File: config.mk
export PLATFORM = sky130hd
export DESIGN_NAME = ecsd_top
export DESIGN_NICKNAME = d
export VERILOG_FILES = /design/src/ecsd_pkg.sv /design/src/ecsd_top.sv
export VERILOG_INCLUDE_DIRS = /design/src /design/src/src
export SDC_FILE = /design/constraint.sdc
export NUM_CORES = 1
export LEC_CHECK = 0
export BUFFER_PORTS_ARGS = -buffer_cell sky130_fd_sc_hd__buf_2
export CORE_MARGIN = 2
export CORE_UTILIZATION = 64
export CTS_BUF_LIST = sky130_fd_sc_hd__clkbuf_8
export DETAILED_ROUTE_END_ITERATION = 6
export GPL_ROUTABILITY_DRIVEN = 0
export GPL_TIMING_DRIVEN = 0
export PLACE_DENSITY = 0.86
export SYNTH_ARGS = -nofsm -noshare
export SYNTH_HDL_FRONTEND = slang
export SYNTH_SLANG_ARGS = --single-unit
File: constraint.sdc
create_clock -name ref_clk -period 6.65 [get_ports ref_clk]
set_input_delay 0.3325 -clock ref_clk [delete_from_list [all_inputs] [get_ports ref_clk]]
set_output_delay 0.3325 -clock ref_clk [all_outputs]
set_load 0.005 [all_outputs]
File: src/ecsd_map.svh
// Register offsets, field positions, reset values and the general select count
// of the external chip select decoder. Included by the package and design.
`ifndef ECSD_MAP_SVH
`define ECSD_MAP_SVH

// Register offsets (byte addresses on the plain register port)
`define ECSD_FNEN_OFS     8'h40
`define ECSD_PGEND_OFS    8'h41
`define ECSD_PGSTART_OFS  8'h42
`define ECSD_VCSTART_OFS  8'h43
`define ECSD_MXHI_OFS     8'h44
`define ECSD_MXLO_OFS     8'h45
`define ECSD_GPSTART_OFS  8'h46
`define ECSD_GPEND_OFS    8'h47
`define ECSD_GP5END_OFS   8'h4F
`define ECSD_STATUS_OFS   8'h50

// Field layout
`define ECSD_RANGE_MSB    7
`define ECSD_RANGE_LSB    2
`define ECSD_MEM_MSB      2
`define ECSD_MEM_LSB      1
`define ECSD_FNEN0_BIT    0
`define ECSD_MXHI_MASK    8'hC0
`define ECSD_RANGE_MASK   8'hFC

// Reset values
`define ECSD_PGSTART_RST_EXP  8'h01
`define ECSD_PGSTART_RST_TEST 8'h00
`define ECSD_ZERO8            8'h00

// Number of general-purpose selects
`define ECSD_NGP          5

`endif

File: src/ecsd_pkg.sv
// Types of the external chip select decoder.
// Assumes ecsd_map.svh is on the include path.
`include "ecsd_map.svh"
package ecsd_pkg;

  typedef enum logic [1:0] {
    ECSD_MEM_NONE,
    ECSD_MEM_64K,
    ECSD_MEM_128K,
    ECSD_MEM_256K
  } ecsd_mem_t;

  // One CPU bus cycle request
  typedef struct packed {
    logic        valid;
    logic [15:0] addr;
  } ecsd_cpu_t;

  // Resolved external address and extra address lines
  typedef struct packed {
    logic [1:0]  xa;
    logic [15:0] addr;
  } ecsd_ext_t;

  // Winner of the priority decode
  typedef enum logic [2:0] {
    ECSD_WIN_NONE,
    ECSD_WIN_ONCHIP,
    ECSD_WIN_VEC,
    ECSD_WIN_PROG,
    ECSD_WIN_GP
  } ecsd_win_t;

endpackage

File: src/ecsd_top.sv
// External chip select decoder: range registers, priority decode, page
// translation, clock stretch and port G direction forcing.
// Assumes ref_clk is the E clock and the CPU address is on the same clock;
// on-chip hits come from the internal decoder on the same clock.
`include "ecsd_map.svh"

// Function
// Five enabled active-low general selects assert inside their own range.
// General selects compare address bits 15:10; start register holds stretch.
// Stretch code gives zero to three extra E cycles.
// Enabled general select forces its port G pin to output.
// Program select asserts for start <= addr[15:10] < end; the code also requires test mode or expansion mode.
// In expansion mode the program window modifies the outgoing address.
// Out of reset in expanded mode vector select covers all space.
// Vector select asserts from its start up to the top address.
// Vector access drives logical address, extra lines forced high.
// Program/vector stretch resets to one cycle expanded, zero in test.
// Enabled vector select forces port G pin 0 to output.
// Priority: registers, boot ROM, RAM, vector, program, general 1 to 5.
// Selects and extra lines idle high from reset.
// Low offset register holds bits 15:10 in 7:2, resets zero.
// Vector start holds bits 15:10 in 7:2, resets zero.
// Program start holds start bits 7:2 and stretch bits 1:0.
// General select 5 end holds bits 7:2, low bits zero, resets zero.
// Software sets program range before changing vector range.
// Two-bit mode field selects none, 64K, 128K or 256K expansion.
// Window adds CPU address to offset, extended onto extra lines.
// Port G enable bits 7:3 enable general selects 1 to 5.
// Program select reaches its pin only while enable bit 0 is set.
// Only the winning select's stretch is applied per access.
// Range writes take effect from the next bus cycle; the code drops writes made during a stretch.
module ecsd_top (
  // Clock and reset
  input  wire logic               ref_clk,
  input  wire logic               rst,
  // Mode strap, sampled after reset release
  input  wire logic               test_mode,
  // Register port
  input  wire logic [7:0]         reg_addr,
  input  wire logic [7:0]         reg_wdata,
  input  wire logic               reg_wr,
  input  wire logic               reg_rd,
  output logic      [7:0]         reg_rdata,
  // CPU bus cycle and on-chip hits
  input  wire ecsd_pkg::ecsd_cpu_t cpu,
  input  wire logic               hit_regs,
  input  wire logic               hit_boot,
  input  wire logic               hit_ram,
  // Port G direction bits
  input  wire logic [7:0]         portg_direction_bit,
  // External side
  output ecsd_pkg::ecsd_ext_t     ext,
  output logic                    program_select_n,
  output logic                    vector_select_n,
  output logic [4:0]              general_select_n,
  output logic [7:0]              portg_oe,
  output logic                    stretch_busy
);

  logic [7:0] fnen_r;
  logic [7:0] prog_start_r;
  logic [7:0] prog_end_r;
  logic [7:0] vec_start_r;
  logic [7:0] mx_hi_r;
  logic [7:0] mx_lo_r;
  logic [7:0] gp_start_r [`ECSD_NGP];
  logic [7:0] gp_end_r   [`ECSD_NGP];
  logic       vec_en_r;
  logic       strap_done_r;
  logic       test_r;
  logic [1:0] stretch_cnt_r;
  logic       busy_r;

  ecsd_pkg::ecsd_mem_t mem_mode;
  assign mem_mode = ecsd_pkg::ecsd_mem_t'(fnen_r[`ECSD_MEM_MSB:`ECSD_MEM_LSB]);

  // Register writes are dropped while an access stretches, so ranges change only
  // between bus cycles
  logic wr_ok;
  assign wr_ok = reg_wr && !busy_r;

  // Strap pin crosses into the E clock domain; no reset, so the level
  // has settled long before reset releases
  logic test_s1_r;
  logic test_s2_r;
  always_ff @(posedge ref_clk) begin
    test_s1_r <= test_mode;
    test_s2_r <= test_s1_r;
  end

  // Strap capture after release; reset cannot load a port value
  always_ff @(posedge ref_clk) begin
    if (rst) begin
      strap_done_r <= 1'b0;
      test_r       <= 1'b0;
    end else if (!strap_done_r) begin
      strap_done_r <= 1'b1;
      test_r       <= test_s2_r;
    end
  end

  always_ff @(posedge ref_clk) begin
    if (rst) begin
      fnen_r      <= `ECSD_ZERO8;
      prog_end_r  <= `ECSD_ZERO8;
      vec_start_r <= `ECSD_ZERO8;
      mx_hi_r     <= `ECSD_ZERO8;
      mx_lo_r     <= `ECSD_ZERO8;
    end else if (wr_ok) begin
      case (reg_addr)
        `ECSD_FNEN_OFS:    fnen_r      <= reg_wdata;
        `ECSD_PGEND_OFS:   prog_end_r  <= reg_wdata & `ECSD_RANGE_MASK;
        `ECSD_VCSTART_OFS: vec_start_r <= reg_wdata & `ECSD_RANGE_MASK;
        `ECSD_MXHI_OFS:    mx_hi_r     <= reg_wdata & `ECSD_MXHI_MASK;
        `ECSD_MXLO_OFS:    mx_lo_r     <= reg_wdata & `ECSD_RANGE_MASK;
        default: ;
      endcase
    end
  end

  // Program start: stretch reset differs by mode
  always_ff @(posedge ref_clk) begin
    if (rst) begin
      prog_start_r <= `ECSD_PGSTART_RST_EXP;
    end else if (!strap_done_r) begin
      prog_start_r <= test_s2_r ? `ECSD_PGSTART_RST_TEST : `ECSD_PGSTART_RST_EXP;
    end else if (wr_ok && reg_addr == `ECSD_PGSTART_OFS) begin
      prog_start_r <= reg_wdata;
    end
  end

  // Vector select enabled out of reset in expanded mode only
  always_ff @(posedge ref_clk) begin
    if (rst) begin
      vec_en_r <= 1'b1;
    end else if (!strap_done_r) begin
      vec_en_r <= !test_s2_r;
    end
  end

  // General select range registers: indexed pairs, select 5 end fixed offset
  genvar g;
  generate
    for (g = 0; g < `ECSD_NGP; g++) begin : gp_regs
      localparam logic [7:0] SOFS = 8'(`ECSD_GPSTART_OFS + 2 * g);
      localparam logic [7:0] EOFS = (g == `ECSD_NGP - 1) ? `ECSD_GP5END_OFS
                                                         : 8'(`ECSD_GPEND_OFS + 2 * g);
      always_ff @(posedge ref_clk) begin
        if (rst) begin
          gp_start_r[g] <= `ECSD_ZERO8;
          gp_end_r[g]   <= `ECSD_ZERO8;
        end else if (wr_ok) begin
          if (reg_addr == SOFS) begin
            gp_start_r[g] <= reg_wdata;
          end
          if (reg_addr == EOFS) begin
            gp_end_r[g] <= reg_wdata & `ECSD_RANGE_MASK;
          end
        end
      end
    end
  endgenerate

  // Range compares on address bits 15:10
  logic [5:0] a_hi;
  logic [4:0] gp_hit;
  logic       vec_hit;
  logic       prog_hit;
  assign a_hi = cpu.addr[15:10];

  generate
    for (g = 0; g < `ECSD_NGP; g++) begin : gp_cmp
      // Inclusive end, matching the ending-address field meaning
      assign gp_hit[g] = fnen_r[3 + g]
        && a_hi >= gp_start_r[g][`ECSD_RANGE_MSB:`ECSD_RANGE_LSB]
        && a_hi <= gp_end_r[g][`ECSD_RANGE_MSB:`ECSD_RANGE_LSB];
    end
  endgenerate

  assign vec_hit  = vec_en_r
    && a_hi >= vec_start_r[`ECSD_RANGE_MSB:`ECSD_RANGE_LSB];
  assign prog_hit = (test_r || mem_mode != ecsd_pkg::ECSD_MEM_NONE)
    && a_hi >= prog_start_r[`ECSD_RANGE_MSB:`ECSD_RANGE_LSB]
    && a_hi <  prog_end_r[`ECSD_RANGE_MSB:`ECSD_RANGE_LSB];

  // Fixed priority resolution
  ecsd_pkg::ecsd_win_t win;
  logic [2:0]          gp_idx;
  always_comb begin
    win    = ecsd_pkg::ECSD_WIN_NONE;
    gp_idx = 3'h0;
    if (hit_regs || hit_boot || hit_ram) begin
      win = ecsd_pkg::ECSD_WIN_ONCHIP;
    end else if (vec_hit) begin
      win = ecsd_pkg::ECSD_WIN_VEC;
    end else if (prog_hit) begin
      win = ecsd_pkg::ECSD_WIN_PROG;
    end else begin
      for (int i = `ECSD_NGP - 1; i >= 0; i--) begin
        if (gp_hit[i]) begin
          win    = ecsd_pkg::ECSD_WIN_GP;
          gp_idx = 3'(i);
        end
      end
    end
  end

  // Stretch of the winner only
  logic [1:0] win_stretch;
  always_comb begin
    case (win)
      ecsd_pkg::ECSD_WIN_VEC,
      ecsd_pkg::ECSD_WIN_PROG: win_stretch = prog_start_r[1:0];
      ecsd_pkg::ECSD_WIN_GP:   win_stretch = gp_start_r[gp_idx][1:0];
      default:                 win_stretch = 2'h0;
    endcase
  end

  // Page translation
  logic [7:0]  page_sum;
  ecsd_pkg::ecsd_ext_t ext_nxt;
  assign page_sum = 8'({mx_hi_r[7:6], mx_lo_r[7:2]} + {2'h0, a_hi});
  always_comb begin
    ext_nxt.addr = cpu.addr;
    ext_nxt.xa   = 2'h3;
    if (win == ecsd_pkg::ECSD_WIN_VEC) begin
      ext_nxt.xa = 2'h3;
    end else if (win == ecsd_pkg::ECSD_WIN_PROG && mem_mode != ecsd_pkg::ECSD_MEM_NONE) begin
      ext_nxt.addr[15:10] = page_sum[5:0];
      if (mem_mode != ecsd_pkg::ECSD_MEM_64K) begin
        ext_nxt.xa[0] = page_sum[6];
      end
      if (mem_mode == ecsd_pkg::ECSD_MEM_256K) begin
        ext_nxt.xa[1] = page_sum[7];
      end
    end
  end

  // Access tracking: selects and address hold through the stretch
  logic start;
  assign start = cpu.valid && !busy_r;
  always_ff @(posedge ref_clk) begin
    if (rst) begin
      busy_r        <= 1'b0;
      stretch_cnt_r <= 2'h0;
    end else if (start) begin
      busy_r        <= win_stretch != 2'h0;
      stretch_cnt_r <= win_stretch;
    end else if (busy_r) begin
      stretch_cnt_r <= stretch_cnt_r - 2'h1;
      busy_r        <= stretch_cnt_r != 2'h1;
    end
  end

  always_ff @(posedge ref_clk) begin
    if (rst) begin
      program_select_n <= 1'b1;
      vector_select_n  <= 1'b1;
      general_select_n <= 5'h1F;
      ext              <= '{xa: 2'h3, addr: 16'hFFFF};
    end else if (start) begin
      program_select_n <= !(win == ecsd_pkg::ECSD_WIN_PROG && fnen_r[`ECSD_FNEN0_BIT]);
      vector_select_n  <= !(win == ecsd_pkg::ECSD_WIN_VEC);
      general_select_n <= (win == ecsd_pkg::ECSD_WIN_GP) ? ~(5'h01 << gp_idx) : 5'h1F;
      ext              <= ext_nxt;
    end else if (!busy_r) begin
      program_select_n <= 1'b1;
      vector_select_n  <= 1'b1;
      general_select_n <= 5'h1F;
    end
  end

  always_ff @(posedge ref_clk) begin
    if (rst) begin
      stretch_busy <= 1'b0;
    end else begin
      stretch_busy <= start ? (win_stretch != 2'h0) : (busy_r && stretch_cnt_r != 2'h1);
    end
  end

  // Direction forcing on port G
  always_ff @(posedge ref_clk) begin
    if (rst) begin
      portg_oe <= 8'h00;
    end else begin
      portg_oe[7:3] <= portg_direction_bit[7:3] | fnen_r[7:3];
      portg_oe[2]   <= portg_direction_bit[2] | (mem_mode == ecsd_pkg::ECSD_MEM_256K);
      portg_oe[1]   <= portg_direction_bit[1] | fnen_r[`ECSD_MEM_MSB];
      portg_oe[0]   <= portg_direction_bit[0] | vec_en_r | fnen_r[`ECSD_FNEN0_BIT];
    end
  end

  // Read port, data in the cycle after the strobe
  logic [7:0] rd_nxt;
  always_comb begin
    rd_nxt = `ECSD_ZERO8;
    case (reg_addr)
      `ECSD_FNEN_OFS:    rd_nxt = fnen_r;
      `ECSD_PGEND_OFS:   rd_nxt = prog_end_r;
      `ECSD_PGSTART_OFS: rd_nxt = prog_start_r;
      `ECSD_VCSTART_OFS: rd_nxt = vec_start_r;
      `ECSD_MXHI_OFS:    rd_nxt = mx_hi_r;
      `ECSD_MXLO_OFS:    rd_nxt = mx_lo_r;
      `ECSD_STATUS_OFS:  rd_nxt = {5'h00, vec_en_r, test_r, busy_r};
      default: begin
        for (int i = 0; i < `ECSD_NGP; i++) begin
          if (reg_addr == 8'(`ECSD_GPSTART_OFS + 2 * i)) begin
            rd_nxt = gp_start_r[i];
          end
          if (reg_addr == ((i == `ECSD_NGP - 1) ? `ECSD_GP5END_OFS
                                                : 8'(`ECSD_GPEND_OFS + 2 * i))) begin
            rd_nxt = gp_end_r[i];
          end
        end
      end
    endcase
  end

  always_ff @(posedge ref_clk) begin
    if (rst) begin
      reg_rdata <= `ECSD_ZERO8;
    end else begin
      reg_rdata <= reg_rd ? rd_nxt : `ECSD_ZERO8;
    end
  end

  // Checks
  a_vec_over_prog: assert property (@(posedge ref_clk) disable iff (rst)
    (start && vec_hit && !hit_regs && !hit_boot && !hit_ram)
      |=> !vector_select_n && program_select_n)
    else $error("vector select lost priority");
  a_onchip_none: assert property (@(posedge ref_clk) disable iff (rst)
    (start && hit_regs) |=> vector_select_n && program_select_n && &general_select_n)
    else $error("select asserted over on-chip hit");
  a_gp_one_hot: assert property (@(posedge ref_clk) disable iff (rst)
    $onehot0(~general_select_n))
    else $error("two general selects at once");
  a_stretch_len: assert property (@(posedge ref_clk) disable iff (rst)
    (start && win_stretch == 2'h3) |=> stretch_busy [*3] ##1 !stretch_busy)
    else $error("three-cycle stretch wrong");
  a_stretch_none: assert property (@(posedge ref_clk) disable iff (rst)
    (start && win_stretch == 2'h0) |=> !stretch_busy)
    else $error("stretch without a stretch setting");
  a_vec_xa_high: assert property (@(posedge ref_clk) disable iff (rst)
    (start && win == ecsd_pkg::ECSD_WIN_VEC)
      |=> !vector_select_n && ext.xa == 2'h3 && ext.addr == $past(cpu.addr))
    else $error("vector address modified");
  a_vec_off_test: assert property (@(posedge ref_clk) disable iff (rst)
    (strap_done_r && test_r) |-> vector_select_n)
    else $error("vector select active in test mode");
  a_page_low: assert property (@(posedge ref_clk) disable iff (rst)
    (start && win == ecsd_pkg::ECSD_WIN_PROG)
      |=> ext.addr[9:0] == $past(cpu.addr[9:0]))
    else $error("window access changed low address bits");
  a_xa_outside: assert property (@(posedge ref_clk) disable iff (rst)
    (start && win != ecsd_pkg::ECSD_WIN_PROG) |=> ext.xa == 2'h3)
    else $error("extra page lines low outside window");
  a_prog_pin_gate: assert property (@(posedge ref_clk) disable iff (rst)
    (start && win == ecsd_pkg::ECSD_WIN_PROG && !fnen_r[`ECSD_FNEN0_BIT])
      |=> program_select_n)
    else $error("program select without pin enable");
  a_gp_pin_gate: assert property (@(posedge ref_clk) disable iff (rst)
    (start && !fnen_r[3]) |=> general_select_n[0])
    else $error("general select 1 without its enable");
  a_gp_oe_force: assert property (@(posedge ref_clk) disable iff (rst)
    $past(fnen_r[7]) |-> portg_oe[7])
    else $error("general select pin not forced out");
  a_pin0_force: assert property (@(posedge ref_clk) disable iff (rst)
    vec_en_r |=> portg_oe[0])
    else $error("port G pin 0 not forced out");
  a_prog_end_excl: assert property (@(posedge ref_clk) disable iff (rst)
    (start && a_hi == prog_end_r[7:2] && !vec_hit) |=> program_select_n)
    else $error("program select at end field");
  a_sel_hold: assert property (@(posedge ref_clk) disable iff (rst)
    busy_r |=> $stable(ext) && $stable(general_select_n))
    else $error("select changed during stretch");

endmodule

==> metrics.txt <==
Layout Skew 12.0 ps; clock-pin slew on the worst setup and hold paths 80 ps; Die H 124 um; predominant post-synthesis flop cell dfxtp_1; Core ar. 13900 sq um; sequential cell area 3800 sq um; overflow left after global routing 0; failing checks design-rule violations; Synth top area share 22.9%; crit end category flop; multi-input logic area 4880 sq um; run status complete, but fails checks; vias per cell 6.57; YS warnings 0; die area 15300 sq um; Netlist cell types 84; CTS Sinks 155; Cell Area, Synth 9170 sq um; I/O Buffers 88; DP Cell Count 1244; aggregate routed wire length 28200 um; max-cap violation count 0; number of synthesized register bits 155; critical-path maximum fanout 12; CP max stage cell inv_1; crit path DAT 3380 ps; Filler cells 1049; Final Hold Fails 0; drt initial violations 1169; first-pass GRT wire length 43000 um; Final min period 3060 ps; WL/cell 22.1 um; critical path, cell by cell buf_2 > inv_1 > ha_1 > nand2b_1 > a2111oi_0 > o21ai_0 > o21ai_0 > nand2_1 > nor4_1 > o21ai_0; Worst Tran Pin Value 1280 ps; Total Nets Final 1218; VDD IR max 0.129 mV; post-synthesis sequential area ratio 41.5%; ANT cells 0; Power per Cell Area 197 nW/um^2; DRC 9; initial core utilization 65.8%; Synth area leaders edfxtp_1 23%, dfxtp_1 19%, ha_1 11%; startpoint type of the worst setup path input pin; total number of vias 8388; Final Non-Filler Cells 1276; slew margin rel. 14.0%; Setup TNS 0 ps; FP Rows 43; CTS tree built; mean post-synth cell area 9.39 sq um; root buffer cell clkbuf_8; most frequent CP cell o21ai_0; critical path class input pin to flop; cell taking the most area after synthesis edfxtp_1; Tcrit/Tclk final 46.0%; hold crit path type input pin to flop; fmax 327 MHz; largest net degree at the start of global routing 17; Synth async-reset ratio 0%; GRT Util Overall 38.6%; Synth Instances 976; Ports 91; final-report max-slew violation count 0; syn_nets 1110; DRT antenna net count 0; synth cell count leaders 105 x nand2_1, 85 x dfxtp_1, 84 x ha_1, 82 x inv_1, 73 x and2_1; area grow syn2layout 11.7%; vias in the first global route 7775; Post-DP HPWL 20400 um; final setup violation count 0; htree depth 4; Num CTS Buffers 17; postcts setup bufs 0; deepest clock path buffer count 2; post-CTS resize count 0; Clk Latency, worst-skew pair 490 ps; RSZ-0062 raised after global routing false; layout cells sized above 1 15.0%; Die X 124 um; DR pass1 iterations 7; antenna violations before repair 1; number of flops mapped to enable cells by yosys 70; Worst EP required 6970 ps; most frequent cell after synthesis nand2_1; Tot Pwr 2.02 mW; P_leak 4.21 nW; Worst path max stage delay 610 ps
cells in the final DEF, fill, tap and decap left out, types with 4 or more instances in the layout:
master,count
o22ai_1,5
inv_1,84
o31ai_2,4
dfxtp_1,85
clkbuf_1,26
o221ai_1,4
edfxtp_1,70
nor3_2,4
a21oi_1,57
a2111oi_0,4
and2_1,73
nand4_1,6
mux4_2,5
buf_2,95
a211oi_1,4
o211ai_1,11
o21ai_0,34
nand2b_1,9
and3_1,5
nand3_1,38
o21a_1,11
a31oi_1,10
a21o_1,6
nor3b_1,4
a22oi_1,5
nor3_1,17
nand2_1,105
o21ai_1,6
clkbuf_8,20
ha_1,84
a222oi_1,7
a41oi_1,4
nor2b_1,9
mux2i_1,31
nor2_1,69
final timing paths:
check | start | end | slack (ps) | depth (start not counted)
max | cpu[10] | general_select_n[3] | 3590 | 10
min | portg_direction_bit[1] | portg_oe[1] | 60 | 3
max reg2reg | gp_end_r[0][5] | general_select_n[3] | 3820 | 9
min reg2reg | test_s1_r | test_s2_r | 350 | 0
layer usage:
layer  share of wire, %  vias to the layer above  track usage [%]
met5                  0                        -                0
met4                6.3                        0             24.6
met3                 14                      161             10.4
met2                 43                      665             57.2
met1                 37                     3836             50.0
li1                   -                     3726                -
worst max-delay path: cells and delay by family:
family,cells,cell delay [ps]
adder cells (fa/ha/maj),1,360
buffers and inverters,2,750
AND/OR/NAND/NOR,3,810
AO/OA/AOI/OAI,4,1130
registers in the layout (all words and copies together) (netlist names), 2 cells and up:
name	count
ext	18
fnen_r	8
general_select_n	5
gp_end_r	30
gp_start_r	40
mx_hi_r	2
mx_lo_r	6
portg_oe	8
prog_end_r	6
prog_start_r	8
reg_rdata	8
stretch_cnt_r	2
vec_start_r	6
report_power, final:
part,switching (mW),total (mW),internal [mW]
Clock,0.367,0.728,0.361
Sequential,0.0181,1.04,1.02
Combinational,0.167,0.253,0.0858
Total,0.552,2.02,1.47
kinds of logic (layout without fill, tap and decap cells):
group	Yosys count	after routing	synth area share [%]
AO/OA/AOI/OAI	211	211	16.1
adder cells (fa/ha/maj)	85	85	11.7
AND/OR/NAND/NOR	363	363	20.3
buffers and inverters	121	241	5.20
multiplexers	38	38	4.86
XOR/XNOR	3	3	0.287
flip-flops	155	155	41.5
final cells by class:
class / instances / share of cell area, %
Sequential cell: 155 / 37.2
Clock buffer: 20 / 2.69
Clock inverter: 11 / 1.15
Tap cell: 180 / 2.20
Buffer: 38 / 1.61
Timing Repair Buffer: 89 / 4.40
Multi-Input combinational cell: 700 / 47.7
Inverter: 83 / 3.04
metrics by stage:
| step | hold WS (ps) | utilization [%] | instance area, sq um | setup slack (ps) |
|---|---|---|---|---|
| detailed placement | 330 | 70.5 | 9830 | 3250 |
| global placement | 313 | 70.5 | 9830 | 3280 |
| CTS | 44.8 | 73.4 | 10200 | 3740 |
| floorplan | 310 | - | 9170 | 4110 |
| global route | 70.8 | 73.4 | 10200 | 3580 |
| finish | 58.3 | 73.4 | 10200 | 3590 |
timing repair:
| item | in CTS | in global routing |
|---|---|---|
| hold buffers | 1 | 0 |
| hold endpoints to repair | 1 | 0 |
| setup endpoints to repair | 0 | 0 |
Note: power is estimated with default switching activity, not from simulation.
